### src/core/hbt_defs.svh
// register map, field positions, reset values and timing of the bridge bank
`ifndef HBT_DEFS_SVH
`define HBT_DEFS_SVH

`define HBT_ADDR_CHG 7'h1A
`define HBT_ADDR_ON 7'h1B
`define HBT_ADDR_OFF 7'h1C

`define HBT_NUM_HB 3

`define HBT_DIS_MSB 15
`define HBT_DIS_LSB 10
`define HBT_CHG_MSB 9
`define HBT_CHG_LSB 4
`define HBT_DLY_MSB 13
`define HBT_DLY_LSB 8
`define HBT_SEL_MSB 2
`define HBT_SEL_LSB 0

`define HBT_DIS_RST 6'h0F
`define HBT_CHG_RST 6'h0D
`define HBT_DLY_RST 6'h0C
`define HBT_SEL_RST 3'h0
`define HBT_CHG_REG_RST 16'h3CD0
`define HBT_DLY_REG_RST 16'h0C00

// nominal delay per code step; the bank only stores the code
`define HBT_DLY_STEP_PS 53300
`define HBT_CLK_PS 10000
`define HBT_DLY_STEP_CYC (`HBT_DLY_STEP_PS / `HBT_CLK_PS)

`endif

### src/core/hbt_pkg.sv
// types shared by the bridge timing bank
package hbt_pkg;

  typedef logic [5:0] hbt_code_t;
  typedef logic [2:0] hbt_sel_t;
  typedef logic [1:0] hbt_idx_t;

  typedef struct packed {
    logic wr;
    logic rd;
    logic [6:0] addr;
    logic [15:0] wdata;
  } hbt_reg_req_t;

  typedef struct packed {
    logic valid;
    logic [15:0] rdata;
  } hbt_reg_rsp_t;

  typedef struct packed {
    hbt_code_t dis;
    hbt_code_t chg;
    hbt_code_t on;
    hbt_code_t off;
  } hbt_bridge_cfg_t;

  typedef enum logic [3:0] {
    HBT_REG_NONE = 4'h1,
    HBT_REG_CHG = 4'h2,
    HBT_REG_ON = 4'h4,
    HBT_REG_OFF = 4'h8
  } hbt_reg_e;

endpackage

### src/core/hbt_bank_sel.sv
// bank select field of one banked register location
`timescale 1ns/100ps
`include "hbt_defs.svh"
module hbt_bank_sel
(
  input wire logic clk_sys,
  input wire logic rst,
  input wire logic soft_rst,
  input wire logic restart,
  input wire logic wr_en,
  input wire hbt_pkg::hbt_sel_t wr_sel,
  output hbt_pkg::hbt_sel_t sel,
  output logic sel_ok
);
  import hbt_pkg::*;

  hbt_sel_t next_sel;

  // restart and soft reset both park the select on the first bridge
  always_comb
  begin
    next_sel = sel;
    if (soft_rst || restart)
      next_sel = `HBT_SEL_RST;
    else if (wr_en)
      next_sel = wr_sel;
  end

  always_ff @(posedge clk_sys or posedge rst)
  begin
    if (rst)
      sel <= `HBT_SEL_RST;
    else
      sel <= next_sel;
  end

  assign sel_ok = (sel < 3'(`HBT_NUM_HB));

endmodule

### src/core/hbt_code_store.sv
// per-bridge storage of one 6-bit code, addressed by bridge index
`timescale 1ns/100ps
`include "hbt_defs.svh"
module hbt_code_store
#(
  parameter hbt_pkg::hbt_code_t RST_VAL = 6'h00
)
(
  input wire logic clk_sys,
  input wire logic rst,
  input wire logic soft_rst,
  input wire logic wr_en,
  input wire hbt_pkg::hbt_idx_t wr_idx,
  input wire hbt_pkg::hbt_code_t wdata,
  input wire hbt_pkg::hbt_idx_t rd_idx,
  output hbt_pkg::hbt_code_t rd_data,
  output hbt_pkg::hbt_code_t codes [`HBT_NUM_HB]
);
  import hbt_pkg::*;

  hbt_code_t mem [`HBT_NUM_HB];
  hbt_code_t next_mem [`HBT_NUM_HB];

  // restart leaves the codes alone: they keep whatever was last stored
  always_comb
  begin
    for (int i = 0; i < `HBT_NUM_HB; i++)
    begin
      if (soft_rst)
        next_mem[i] = RST_VAL;
      else if (wr_en && (wr_idx == 2'(i)))
        next_mem[i] = wdata;
      else
        next_mem[i] = mem[i];
    end
  end

  always_ff @(posedge clk_sys or posedge rst)
  begin
    if (rst)
    begin
      for (int i = 0; i < `HBT_NUM_HB; i++)
        mem[i] <= RST_VAL;
    end
    else
    begin
      for (int i = 0; i < `HBT_NUM_HB; i++)
        mem[i] <= next_mem[i];
    end
  end

  // index 3 has no storage behind it and reads as zero
  assign rd_data = (rd_idx < 2'(`HBT_NUM_HB)) ? mem[rd_idx] : 6'h00;
  assign codes = mem;

endmodule

### src/core/hbt_cfg_bank.sv
// banked pre-charge and switching delay configuration for three bridges
//
// How it works
// - discharge start code in bits 15:10, one per bridge, default 0x0F.
// - charge start code in bits 9:4, one per bridge, default 0x0D.
// - charge register select field picks which bridge codes are accessed.
// - charge select 0,1,2 pick bridges one to three; 3 is reserved.
// - switch-on delay code bits 13:8 per bridge, step 53.3 ns, default 12.
// - switch-on select 0,1,2 pick bridges; 3 reserved, 4 to 7 invalid.
// - switch-off delay code bits 13:8 per bridge, step 53.3 ns, default 12.
// - switch-off select 0,1,2 pick bridges; 4 to 7 invalid.
// - reserved bits always read as zero in all three registers.
// - after power-on or soft reset charge register reads 0x3CD0.
// - restart clears charge register bits 3:0, codes are kept.
// - after power-on or soft reset both delay registers read 0x0C00.
// - restart clears delay register bits 15:14 and 7:0, codes kept.
`timescale 1ns/100ps
`include "hbt_defs.svh"
module hbt_cfg_bank
(
  input wire logic clk_sys,
  input wire logic rst,
  input wire logic soft_rst,
  input wire logic restart,
  input wire hbt_pkg::hbt_reg_req_t reg_req,
  output hbt_pkg::hbt_reg_rsp_t reg_rsp,
  output hbt_pkg::hbt_bridge_cfg_t hb_cfg [`HBT_NUM_HB],
  output logic sel_fault
);
  import hbt_pkg::*;

  ////////////////////////////////////////////////////////////////////////////
  // address decode

  function automatic hbt_reg_e dec_reg(input logic [6:0] addr);
    hbt_reg_e r;
    r = HBT_REG_NONE;
    case (addr)
      `HBT_ADDR_CHG: r = HBT_REG_CHG;
      `HBT_ADDR_ON: r = HBT_REG_ON;
      `HBT_ADDR_OFF: r = HBT_REG_OFF;
      default: r = HBT_REG_NONE;
    endcase
    return r;
  endfunction

  hbt_reg_e wr_reg;
  hbt_reg_e rd_reg;
  logic wr_go;
  logic chg_wr;
  logic on_wr;
  logic off_wr;
  hbt_sel_t w_sel;
  logic w_ok;
  hbt_idx_t w_idx;

  assign wr_reg = dec_reg(reg_req.addr);
  assign rd_reg = dec_reg(reg_req.rd ? reg_req.addr : 7'h00);
  // reset and restart cycles swallow a write so the park value holds
  assign wr_go = reg_req.wr && !soft_rst && !restart;
  assign chg_wr = wr_go && (wr_reg == HBT_REG_CHG);
  assign on_wr = wr_go && (wr_reg == HBT_REG_ON);
  assign off_wr = wr_go && (wr_reg == HBT_REG_OFF);
  assign w_sel = reg_req.wdata[`HBT_SEL_MSB:`HBT_SEL_LSB];
  // a reserved or invalid select still lands in the select field, but the
  // value fields of that write have no bridge to go to and are dropped
  assign w_ok = (w_sel < 3'(`HBT_NUM_HB));
  assign w_idx = w_sel[1:0];

  ////////////////////////////////////////////////////////////////////////////
  // bank selects

  hbt_sel_t chg_sel;
  hbt_sel_t on_sel;
  hbt_sel_t off_sel;
  logic chg_ok;
  logic on_ok;
  logic off_ok;

  hbt_bank_sel u_chg_sel (
    .clk_sys(clk_sys),
    .rst(rst),
    .soft_rst(soft_rst),
    .restart(restart),
    .wr_en(chg_wr),
    .wr_sel(w_sel),
    .sel(chg_sel),
    .sel_ok(chg_ok)
  );

  hbt_bank_sel u_on_sel (
    .clk_sys(clk_sys),
    .rst(rst),
    .soft_rst(soft_rst),
    .restart(restart),
    .wr_en(on_wr),
    .wr_sel(w_sel),
    .sel(on_sel),
    .sel_ok(on_ok)
  );

  hbt_bank_sel u_off_sel (
    .clk_sys(clk_sys),
    .rst(rst),
    .soft_rst(soft_rst),
    .restart(restart),
    .wr_en(off_wr),
    .wr_sel(w_sel),
    .sel(off_sel),
    .sel_ok(off_ok)
  );

  ////////////////////////////////////////////////////////////////////////////
  // per-bridge code storage

  hbt_code_t dis_rd;
  hbt_code_t chg_rd;
  hbt_code_t on_rd;
  hbt_code_t off_rd;
  hbt_code_t dis_codes [`HBT_NUM_HB];
  hbt_code_t chg_codes [`HBT_NUM_HB];
  hbt_code_t on_codes [`HBT_NUM_HB];
  hbt_code_t off_codes [`HBT_NUM_HB];

  hbt_code_store #(.RST_VAL(`HBT_DIS_RST)) u_dis (
    .clk_sys(clk_sys),
    .rst(rst),
    .soft_rst(soft_rst),
    .wr_en(chg_wr && w_ok),
    .wr_idx(w_idx),
    .wdata(reg_req.wdata[`HBT_DIS_MSB:`HBT_DIS_LSB]),
    .rd_idx(chg_sel[1:0]),
    .rd_data(dis_rd),
    .codes(dis_codes)
  );

  hbt_code_store #(.RST_VAL(`HBT_CHG_RST)) u_chg (
    .clk_sys(clk_sys),
    .rst(rst),
    .soft_rst(soft_rst),
    .wr_en(chg_wr && w_ok),
    .wr_idx(w_idx),
    .wdata(reg_req.wdata[`HBT_CHG_MSB:`HBT_CHG_LSB]),
    .rd_idx(chg_sel[1:0]),
    .rd_data(chg_rd),
    .codes(chg_codes)
  );

  hbt_code_store #(.RST_VAL(`HBT_DLY_RST)) u_on (
    .clk_sys(clk_sys),
    .rst(rst),
    .soft_rst(soft_rst),
    .wr_en(on_wr && w_ok),
    .wr_idx(w_idx),
    .wdata(reg_req.wdata[`HBT_DLY_MSB:`HBT_DLY_LSB]),
    .rd_idx(on_sel[1:0]),
    .rd_data(on_rd),
    .codes(on_codes)
  );

  hbt_code_store #(.RST_VAL(`HBT_DLY_RST)) u_off (
    .clk_sys(clk_sys),
    .rst(rst),
    .soft_rst(soft_rst),
    .wr_en(off_wr && w_ok),
    .wr_idx(w_idx),
    .wdata(reg_req.wdata[`HBT_DLY_MSB:`HBT_DLY_LSB]),
    .rd_idx(off_sel[1:0]),
    .rd_data(off_rd),
    .codes(off_codes)
  );

  genvar g;
  generate
    for (g = 0; g < `HBT_NUM_HB; g++)
    begin : g_cfg
      assign hb_cfg[g] = '{dis_codes[g], chg_codes[g], on_codes[g],
                           off_codes[g]};
    end
  endgenerate

  ////////////////////////////////////////////////////////////////////////////
  // read path and fault flag

  hbt_reg_rsp_t next_rsp;
  logic next_sel_fault;

  // an unbacked select reads back with zero codes, so a stale value of
  // some other bridge can never be mistaken for the addressed one
  always_comb
  begin
    next_rsp = '0;
    next_rsp.valid = reg_req.rd;
    unique case (rd_reg)
      HBT_REG_CHG: next_rsp.rdata = {chg_ok ? dis_rd : 6'h00,
                                     chg_ok ? chg_rd : 6'h00,
                                     1'b0, chg_sel};
      HBT_REG_ON: next_rsp.rdata = {2'b00, on_ok ? on_rd : 6'h00,
                                    5'h00, on_sel};
      HBT_REG_OFF: next_rsp.rdata = {2'b00, off_ok ? off_rd : 6'h00,
                                     5'h00, off_sel};
      HBT_REG_NONE: next_rsp.rdata = 16'h0000;
    endcase
    next_sel_fault = !(chg_ok && on_ok && off_ok);
  end

  always_ff @(posedge clk_sys or posedge rst)
  begin
    if (rst)
    begin
      reg_rsp <= '0;
      sel_fault <= 1'b0;
    end
    else
    begin
      reg_rsp <= next_rsp;
      sel_fault <= next_sel_fault;
    end
  end

  logic rd_quiet;
  assign rd_quiet = reg_req.rd && !reg_req.wr && !soft_rst && !restart;
  logic [71:0] cfg_flat;
  assign cfg_flat = {hb_cfg[2], hb_cfg[1], hb_cfg[0]};

  // set by either reset, cleared by any write: while high the bank
  // must still show its reset contents
  logic dflt_hold;
  logic next_dflt_hold;
  always_comb
  begin
    next_dflt_hold = dflt_hold;
    if (soft_rst)
      next_dflt_hold = 1'b1;
    else if (reg_req.wr)
      next_dflt_hold = 1'b0;
  end

  always_ff @(posedge clk_sys or posedge rst)
  begin
    if (rst)
      dflt_hold <= 1'b1;
    else
      dflt_hold <= next_dflt_hold;
  end
endmodule

### config.mk
export PLATFORM = sky130hd
export DESIGN_NAME = hbt_cfg_bank
export DESIGN_NICKNAME = d
export VERILOG_FILES = /design/src/core/hbt_pkg.sv /design/src/core/hbt_bank_sel.sv /design/src/core/hbt_code_store.sv /design/src/core/hbt_cfg_bank.sv
export VERILOG_INCLUDE_DIRS = /design/src /design/src/core
export SDC_FILE = /design/constraint.sdc
export NUM_CORES = 1
export LEC_CHECK = 0
export BUFFER_PORTS_ARGS = -buffer_cell sky130_fd_sc_hd__buf_2
export CAP_MARGIN = 30
export CORE_ASPECT_RATIO = 2
export CORE_UTILIZATION = 58
export CTS_CLUSTER_SIZE = 10
export DETAILED_ROUTE_END_ITERATION = 7
export GPL_ROUTABILITY_DRIVEN = 0
export GPL_TIMING_DRIVEN = 1
export PLACE_DENSITY = 0.82
export SYNTH_ARGS = -nofsm -noshare
export SYNTH_HDL_FRONTEND = slang
export SYNTH_HIERARCHICAL = 1
export SYNTH_SLANG_ARGS = --single-unit
### constraint.sdc
create_clock -name clk_sys -period 3.5 [get_ports clk_sys]
set_input_delay 0.875 -clock clk_sys [delete_from_list [all_inputs] [get_ports clk_sys]]
set_output_delay 0.875 -clock clk_sys [all_outputs]
set_load 0.02 [all_outputs]
# Word level (Yosys, flattened, before mapping)

Cells that the tools add are included.

Register bits after elaboration: 99
Input bits: 29
Output and inout port bits: 90
Word-level logic and storage cells: 136

$lt $le $gt $ge: 10
Eq/ne operators: 15
Muxes and demuxes: 54
Bitwise operators: 3
Reductions and logical operators: 36

Operator list:

| operator           | count |
|---|---|
| $mux 6             | 40 |
| $pmux 16 s4        | 1 |
| $bmux 6 s2         | 4 |
| $eq 7x5->1 const B | 6 |
| $pmux 4 s3         | 2 |
| $reduce_bool 2->1  | 12 |
| $logic_and 1x1->1  | 19 |
| $mux 3             | 6 |
| $lt 3x2->1 const B | 4 |
| $ge 3x3->1 const B | 3 |
| $not 2->3          | 3 |
| $eq 4x2->1 const B | 2 |
| $eq 4x3->1 const B | 2 |
| $eq 4x4->1 const B | 2 |
| $mux 7             | 1 |
| $lt 2x2->1 const B | 3 |
| $eq 4x1->1 const B | 1 |
| $logic_not 1->1    | 3 |
| $eq 2x1->1 const B | 1 |
| $eq 2x2->1 const B | 1 |
| $logic_not 2->1    | 1 |
| $logic_or 1x1->1   | 1 |

# Logic depth before layout (Yosys ltp)

Gate-level depths: netlist of the first run.

Word-level depth: 8
Gate-level depth with buffers: 7
Gate-level depth less buffers: 5

# Hierarchy

Netlist of the first run, hierarchy kept.

Modules (own cells, without submodules):

| module                     | times used | cells an instance | area each (um^2) | seq. area each (um^2) |
|---|---|---|---|---|
| hbt_code_store (u_off ...) | 2          | 84                | 953.4            | 457.9 |
| hbt_code_store (u_chg)     | 1          | 83                | 939.7            | 461.7 |
| hbt_code_store (u_dis)     | 1          | 83                | 932.1            | 465.4 |
| hbt_cfg_bank               | 1          | 73                | 840.8            | 425.4 |
| hbt_bank_sel               | 3          | 11                | 128.9            | 75.1 |

# Worst setup path after synthesis of the first run

Ideal clock, no wire load.

Path kind: input port to flip-flop
Start point: in reg_req[21] (netlist bit)
End point: reg u_chg.mem (netlist bit u_chg/codes[13])
Setup time: 0.126 ns
Arrival time: 2.370 ns
Data required time: 3.374 ns
Slack: 1.004 ns
Cell stages on the path: 7
Buffers on the path: 2
Cell sequence: nor3b_2 > buf_4 > nand4b_2 > nor3_2 > or3b_1 > buf_2 > mux2i_1

Cells in the longest elaborated chain, start to end: 7
Elaborated cells between the ends (all ways): 9
Classes of those cells: eq/ne (4); mux (1); reduce/logical (4)

Ends and longest elaborated chain:

| element                              | line                 | RTL |
|---|---|---|
| start: declaration                   | hbt_cfg_bank.sv:25   | `input wire hbt_pkg::hbt_reg_req_t reg_req,` |
| $eq 7x5->1                           | hbt_cfg_bank.sv:38   | `case (addr)` |
| $pmux 4 s3 *                         | hbt_cfg_bank.sv:38   |  |
| $eq 4x2->1 *                         | hbt_cfg_bank.sv:61   | `assign chg_wr = wr_go && (wr_reg == HBT_REG_CHG);` |
| $logic_and 1x1->1 *                  | hbt_cfg_bank.sv:61   |  |
| $logic_and 1x1->1 *                  | hbt_cfg_bank.sv:141  | `.wr_en(chg_wr && w_ok),` |
| $logic_and 1x1->1 *                  | hbt_code_store.sv:31 | `else if (wr_en && (wr_idx == 2'(i)))` |
| $reduce_bool 2->1 (no source line) * | -                    |  |
| end signal: indexed assignment       | hbt_code_store.sv:48 | `mem[i] <= next_mem[i];` |
| end: declaration                     | hbt_code_store.sv:21 | `` hbt_code_t mem [`HBT_NUM_HB]; `` |

Every way passes the cells marked *; elsewhere a longest branch is shown, timed or not.
A chain may end at the register's enable or synchronous reset.

# Final worst setup path of the first run

Start point: in restart
End point: reg u_chg.mem (netlist bit u_chg/codes[13])

Cells in the longest elaborated chain, start to end: 6

Ends and longest elaborated chain:

| element                            | line                 | RTL |
|---|---|---|
| start: declaration                 | hbt_cfg_bank.sv:24   | `input wire logic restart,` |
| $logic_not 1->1                    | -                    |  |
| $logic_and 1x1->1                  | hbt_cfg_bank.sv:60   | `assign wr_go = reg_req.wr && !soft_rst && !restart;` |
| $logic_and 1x1->1                  | hbt_cfg_bank.sv:61   |  |
| $logic_and 1x1->1                  | hbt_cfg_bank.sv:141  |  |
| $logic_and 1x1->1                  | hbt_code_store.sv:31 |  |
| $reduce_bool 2->1 (no source line) | -                    |  |

No other way between the ends.

==> results of run 1 <==
state kept, by name (all words and copies together) (netlist names):
| signal | flops |
|---|---|
| u_chg/codes | 18 |
| u_dis/codes | 18 |
| u_off/codes | 18 |
| u_on/codes | 18 |
| reg_rsp | 16 |
| u_chg_sel/sel | 3 |
| u_off_sel/sel | 3 |
| u_on_sel/sel | 3 |
| sel_fault | 1 |
worst paths after layout:
path,endpoint,slack (ns),depth (start not counted)
worst max-delay path,u_chg/codes[13]$_DFFE_PP0P_,0.89,6
worst min-delay path,u_chg_sel/sel[1]$_DFFE_PP0P_,0.49,2
worst max register to register,reg_rsp[10]$_DFF_PP0_,1.50,4
worst min register to register,u_dis/codes[13]$_DFFE_PP1P_,0.52,2
max in group asynchronous,reg_rsp[0]$_DFF_PP0_,2.29,2
min in group clk_sys,u_dis/codes[13]$_DFFE_PP1P_,0.52,2
cells in the final DEF (no fill, tap or decap), types with 2 or more instances in the layout:
master and n:
sky130_fd_sc_hd__buf_4 2, sky130_fd_sc_hd__inv_1 10, sky130_fd_sc_hd__mux2i_1 105, sky130_fd_sc_hd__nor2b_1 4
sky130_fd_sc_hd__clkinv_2 3, sky130_fd_sc_hd__o211ai_1 3, sky130_fd_sc_hd__a21oi_1 3, sky130_fd_sc_hd__or3b_1 4
sky130_fd_sc_hd__nor3_2 2, sky130_fd_sc_hd__o2bb2ai_1 30, sky130_fd_sc_hd__nor2_1 47, sky130_fd_sc_hd__buf_2 116
sky130_fd_sc_hd__dfrtp_1 65, sky130_fd_sc_hd__nor3b_2 2, sky130_fd_sc_hd__a32oi_1 6, sky130_fd_sc_hd__and3b_1 6
sky130_fd_sc_hd__dfstp_2 33, sky130_fd_sc_hd__nor3_1 9, sky130_fd_sc_hd__nand2b_1 52, sky130_fd_sc_hd__a2bb2oi_1 3
sky130_fd_sc_hd__nand3_1 3, sky130_fd_sc_hd__and3_1 6, sky130_fd_sc_hd__nand4_1 3, sky130_fd_sc_hd__nand3b_1 8
sky130_fd_sc_hd__clkbuf_16 10
cells in the mapped netlist, drive strengths merged, types with 4 or more instances:
| master | instances | area, um2 |
|---|---|---|
| a32oi | 6 | 52.6 |
| buf | 15 | 82.6 |
| mux2i | 105 | 1050 |
| nor2 | 47 | 176 |
| or3b | 4 | 35.0 |
| nand2b | 52 | 325 |
| dfstp | 33 | 867 |
| nor3 | 11 | 65.1 |
| inv | 10 | 37.5 |
| clkbuf | 11 | 41.3 |
| nand3b | 8 | 60.1 |
| nor2b | 5 | 33.8 |
| and3 | 6 | 37.5 |
| o2bb2ai | 30 | 263 |
| dfrtp | 65 | 1630 |
| and3b | 6 | 52.6 |
worst max-delay path, cell delays in order:
cell and delay [ns]:
sky130_fd_sc_hd__buf_2 0.16, sky130_fd_sc_hd__and4bb_2 0.34, sky130_fd_sc_hd__nand4b_2 0.20, sky130_fd_sc_hd__nor3_2 0.45, sky130_fd_sc_hd__or3b_1 0.59, sky130_fd_sc_hd__mux2i_1 0.19
routing by layer:
layer	GRT usage, %	wire length [um]	up-vias
met1	33.6	4590	1939
met5	0	0	-
met2	52.3	6940	153
li1	-	-	1771
met4	16.9	509	0
met3	4.79	549	44
cells by family (layout without fill, tap and decap cells):
family                 Yosys count  after routing  synth area share (%)
AO/OA/AOI/OAI                   46             46                  7.72
buffers and inverters           36            144                  3.22
flip-flops                      98             98                  49.8
multiplexers                   105            105                  21.0
other                            1              1                0.0749
AND/OR/NAND/NOR                154            154                  18.2
area by class of cell:
cell class                      count  area (um2)  area share, %
Inverter                           10        37.5          0.636
Clock buffer                       11         254           4.30
Clock inverter                      5        51.3          0.869
Sequential cell                    98        2490           42.2
Tap cell                           98         123           2.08
Timing Repair Buffer              118         596           10.1
Multi-Input combinational cell    306        2350           39.8
through the flow:
stage          std cells  setup WS [ns]
2_1_floorplan        440           1.00
3_3_place_gp         630          0.595
3_5_place_dp         630          0.560
4_1_cts              646          0.895
5_1_grt              646          0.816
6_report             646          0.893
power by group through the flow:
stage	registers (mW)	clock network (mW)	logic, mW
after floorplan	1.16	0	0.0666
final	1.14	0.998	0.119
after global routing	1.14	1.07	0.129
after detailed placement	1.16	0	0.118
after CTS	1.14	1.02	0.119
after global placement	1.16	0	0.114
==> flow_summary.yaml, run 1 <==
clock_tree:
  cts.hold.buffers_added: 0
  resize_count_post_cts: 0
  tritoncts: "done"
  clkLatencyLatePin_ns: 0.34
  post_cts.repair.setup_buffers: 0
  cts-root-to-sink-buffers: 2
  number_of_buffers_added_by_the_clock_tree_synthesis_step: 9
  cts_root_buffer: "sky130_fd_sc_hd__clkbuf_16"
  clk_pin_slew_worst_paths_ns: 0.06
  h_tree_depth: 3
  cts.sinks: 98
timing:
  slew_hr_pct: 38.0
  hold_violation_count_in_the_final_report: 0
  worst_slew_pin_slew_ns: 0.930
  skew_ns: 0.00474
  setup_tns_final_ns: 0
  rsz0062_at_grt: "false"
  final-setup-viol-count: 0
  min_period_over_period_pct: 74.5
  slew_viol_final: 0
  post-route-min-period_ns: 2.61
  timing.fmax_mhz: 384
  hold-worst-slack_ns: 0.492
critical_path:
  worstSetupStartpoint: "restart"
  worstPathArrival_ns: 2.81
  reg2reg_from: "u_chg_sel/sel[1]$_DFFE_PP0P_"
  cp_data_required_time_ns: 3.71
  critPathLaunchType: "input pin"
  timing_worst_setup_path_type: "input pin to flop"
  worst-path-max-fanout: 10
  worst_setup_path_end_kind: "flop"
synthesis:
  mapped_area_um2: 5010
  ys_async_sr_fraction_pct: 100
  synth-warning-count: 6
  ys_seq_elements: 98
  synth_area_per_cell_um2: 11.4
  synth_edf_count: 0
  synth_cell_type_count: 34
  synth_fp_nets: 469
  syn-instance-count: 440
  synth_ff_type: "sky130_fd_sc_hd__dfrtp_1"
  seq_area_frac_synth_pct: 49.8
power_and_ir_drop:
  worst_ir_drop_vdd_uv: 270
  p_total_mw: 2.25
  switching_share_pct: 21.7
  power.switching_uw: 489
  p_int_mw: 1.76
  seq_power_share_pct: 50.4
  leakage_power_summed_over_all_cells_nw: 2.96
  power_density_nw_per_um2: 382
  combinationalPowerShare_pct: 5.3
  clock_power_share_pct: 44.3
floorplanning:
  core_region_area_um2: 8290
  die-height_um: 133
  die-width_um: 67.7
  pin_count: 119
  initial_utilization_pct: 60.4
  std_cell_rows: 47
  floorplan.die_area_um2: 9030
finish:
  fillers: 612
  post-route-util_pct: 71.2
  final_layout_size_suffix_gt1_share_pct: 31.8
  areaGrowthSynthToFinish_pct: 18.0
  num_antenna_cells: 0
  num-nets-final: 572
  design_area_um2: 5910
min_path:
  worstHoldPathType: "input pin to async pin"
grt:
  first_pass_grt_wire_length_um: 19900
  globalRouteTotalUtil_pct: 30.2
  first_global_vias: 4028
  grt_max_degree: 106
  antenna_found_initial: 0
  globalRouteOverflowTotal: 0
routing:
  detail_route.wl_per_cell_um: 19.5
  drt_first_pass_iters: 4
  drt_iter0_markers: 254
  drcViolationCount: 0
  postRouteAntennaNets: 0
  finalWirelength_um: 12600
  detailroute.via_count: 3907
  viasPerCell: 6.05
placed_design:
  dpl.hpwl_um: 9230
  dpl_cell_area_um2: 5600
  portBuffers: 116
run:
  max_cap_violations: 0
outcome:
  outcome: "completed"
No activity file was read; power rests on OpenSTA's default activity.
==> inputs of run 2 (changes only) <==
--- a/config.mk
+++ b/config.mk
@@ -9,12 +9,12 @@
 export BUFFER_PORTS_ARGS = -buffer_cell sky130_fd_sc_hd__buf_2
 export CAP_MARGIN = 30
 export CORE_ASPECT_RATIO = 2
-export CORE_UTILIZATION = 58
+export CORE_UTILIZATION = 54
 export CTS_CLUSTER_SIZE = 10
 export DETAILED_ROUTE_END_ITERATION = 7
 export GPL_ROUTABILITY_DRIVEN = 0
 export GPL_TIMING_DRIVEN = 1
-export PLACE_DENSITY = 0.82
+export PLACE_DENSITY = 0.77
 export SYNTH_ARGS = -nofsm -noshare
 export SYNTH_HDL_FRONTEND = slang
 export SYNTH_HIERARCHICAL = 1
==> constraint.sdc (replaced) <==
create_clock -name clk_sys -period 2.6 [get_ports clk_sys]
set_input_delay 0.65 -clock clk_sys [delete_from_list [all_inputs] [get_ports clk_sys]]
set_output_delay 0.65 -clock clk_sys [all_outputs]
set_load 0.02 [all_outputs]
==> run 2 against run 1 <==
Clock-buffer cell count is 1 lower. Clock skew is 0.0012 ns higher. Critical path depth is 1 higher. Flip-flop and latch count stayed put. Via count is 0.54% lower. Critical path type unchanged.
==> flow_summary.yaml, run 2 (same netlist as run 1, synthesis figures left out) <==
routing:
  detailroute.via_count: 3886
  drt_first_pass_iters: 7
  viasPerCell: 5.91
  detail_route.wl_per_cell_um: 20.0
  postRouteAntennaNets: 0
  finalWirelength_um: 13200
  drcViolationCount: 0
  drt_iter0_markers: 235
timing:
  slew_viol_final: 0
  skew_ns: 0.00593
  hold-worst-slack_ns: 0.255
  final-setup-viol-count: 0
  setup_tns_final_ns: 0
  worst_slew_pin_slew_ns: 0.898
  timing.fmax_mhz: 447
  min_period_over_period_pct: 86.1
  rsz0062_at_grt: "false"
  slew_hr_pct: 40.1
  post-route-min-period_ns: 2.24
  hold_violation_count_in_the_final_report: 0
  setup_ws_ns: 0.361
min_path:
  worstHoldPathType: "input pin to async pin"
floorplanning:
  die-width_um: 70.1
  std_cell_rows: 49
  core_region_area_um2: 9010
  initial_utilization_pct: 55.5
  pin_count: 119
  floorplan.die_area_um2: 9680
  die-height_um: 138
finish:
  num_antenna_cells: 0
  areaGrowthSynthToFinish_pct: 19.1
  leading_cell_type_in_the_layout_fill_and_taps_excluded: "sky130_fd_sc_hd__buf_2"
  num-nets-final: 580
  final_layout_size_suffix_gt1_share_pct: 32.7
  commonest_cells_after_routing_fill_and_taps_aside: "sky130_fd_sc_hd__buf_2 (116), sky130_fd_sc_hd__mux2i_1 (105), sky130_fd_sc_hd__dfrtp_1 (65)"
clock_tree:
  cts-root-to-sink-buffers: 2
  h_tree_depth: 3
  cts.sinks: 98
  resize_count_post_cts: 0
  cts.hold.buffers_added: 0
  number_of_buffers_added_by_the_clock_tree_synthesis_step: 9
  tritoncts: "done"
  clkLatencyLatePin_ns: 0.35
  clk_pin_slew_worst_paths_ns: 0.07
  cts_root_buffer: "sky130_fd_sc_hd__clkbuf_16"
  post_cts.repair.setup_buffers: 0
grt:
  first_pass_grt_wire_length_um: 21000
  globalRouteOverflowTotal: 0
  first_global_vias: 4089
  antenna_found_initial: 0
  grt_max_degree: 103
  globalRouteTotalUtil_pct: 28.2
critical_path:
  worst-path-max-fanout: 6
  cp_data_required_time_ns: 2.86
  register_to_register_setup_slack_ns: 0.63
  cp_slowest_stage_delay_ns: 0.35
  worstPathArrival_ns: 2.50
  critPathLaunchType: "input pin"
  worst_path_max_delay_cell: "sky130_fd_sc_hd__nor3_2"
  timing_worst_setup_path_type: "input pin to flop"
  worstPathCellList: "buf_2 > and4bb_2 > nand4b_2 > nor3_2 > buf_4 > nand3b_1 > mux2i_1"
  worst_setup_path_end_kind: "flop"
placed_design:
  detailedPlace.worstSlack_ns: 0.0427
  portBuffers: 116
  dpl.hpwl_um: 9850
power_and_ir_drop:
  seq_power_share_pct: 50.5
  power.switching_uw: 698
  worst_ir_drop_vdd_uv: 392
  p_int_mw: 2.33
  leakage_power_summed_over_all_cells_nw: 2.99
  combinationalPowerShare_pct: 5.5
  switching_share_pct: 23.1
  power_density_nw_per_um2: 507
  clock_power_share_pct: 44.0
run:
  max_cap_violations: 0
outcome:
  outcome: "completed"
run 2: critical path: cells and delay by family:
family                 cells  cell delay (ns)
buffers and inverters      2             0.36
and+or+nand+nor            4             1.20
muxes                      1             0.29
run 2: power by group through the flow:
stage          Clock (mW)  Combinational [mW]  Sequential [mW]
5_1_grt              1.41               0.182             1.53
4_1_cts              1.34               0.165             1.53
3_5_place_dp            0               0.165             1.56
6_report             1.33               0.165             1.53
2_1_floorplan           0              0.0896             1.56
3_3_place_gp            0               0.161             1.56
run 2: through the flow:
stage          total power, mW  instance area [um2]  util, %  cells
5_1_grt                   3.12                 5960     66.1    658
4_1_cts                   3.03                 5960     66.1    658
6_report                  3.02                 5960     66.1    658
2_1_floorplan             1.65                 5010        -    440
3_5_place_dp              1.72                 5670     62.9    642
3_3_place_gp              1.72                 5670     62.9    642
run 2: layout make-up:
type | count | area (um2)
clock buffers | 10 | 229
clock inverters | 6 | 66.3
fillers | 744 | 3050
inverters | 10 | 37.5
multi-input cells | 306 | 2350
flip-flops and latches | 98 | 2490
well taps | 102 | 128
repair buffers | 126 | 656
run 2: path summary, 6_finish.rpt:
| check | from | endpoint | cells after the start |
|---|---|---|---|
| max reg2reg | u_chg_sel/sel[1]$_DFFE_PP0P_ | reg_rsp[8]$_DFF_PP0_ | 4 |
| max | soft_rst | u_chg/codes[11]$_DFFE_PP0P_ | 7 |
| min in group clk_sys | reg_req[23] | reg_rsp[16]$_DFF_PP0_ | 1 |
| min | rst | u_on_sel/sel[0]$_DFFE_PP0P_ | 2 |
| min reg2reg | u_chg/codes[0]$_DFFE_PP1P_ | u_chg/codes[0]$_DFFE_PP1P_ | 2 |
| max in group asynchronous | rst | sel_fault$_DFF_PP0_ | 2 |
run 2: metal layers:
metal	GRT usage [%]	vias up	share of wire, %	wire (um)
met2	51.2	116	56	7430
li1	-	1785	-	-
met4	15.4	0	3.4	446
met1	30.4	1956	37	4850
met5	0	-	0	0
met3	4.66	29	3.4	450
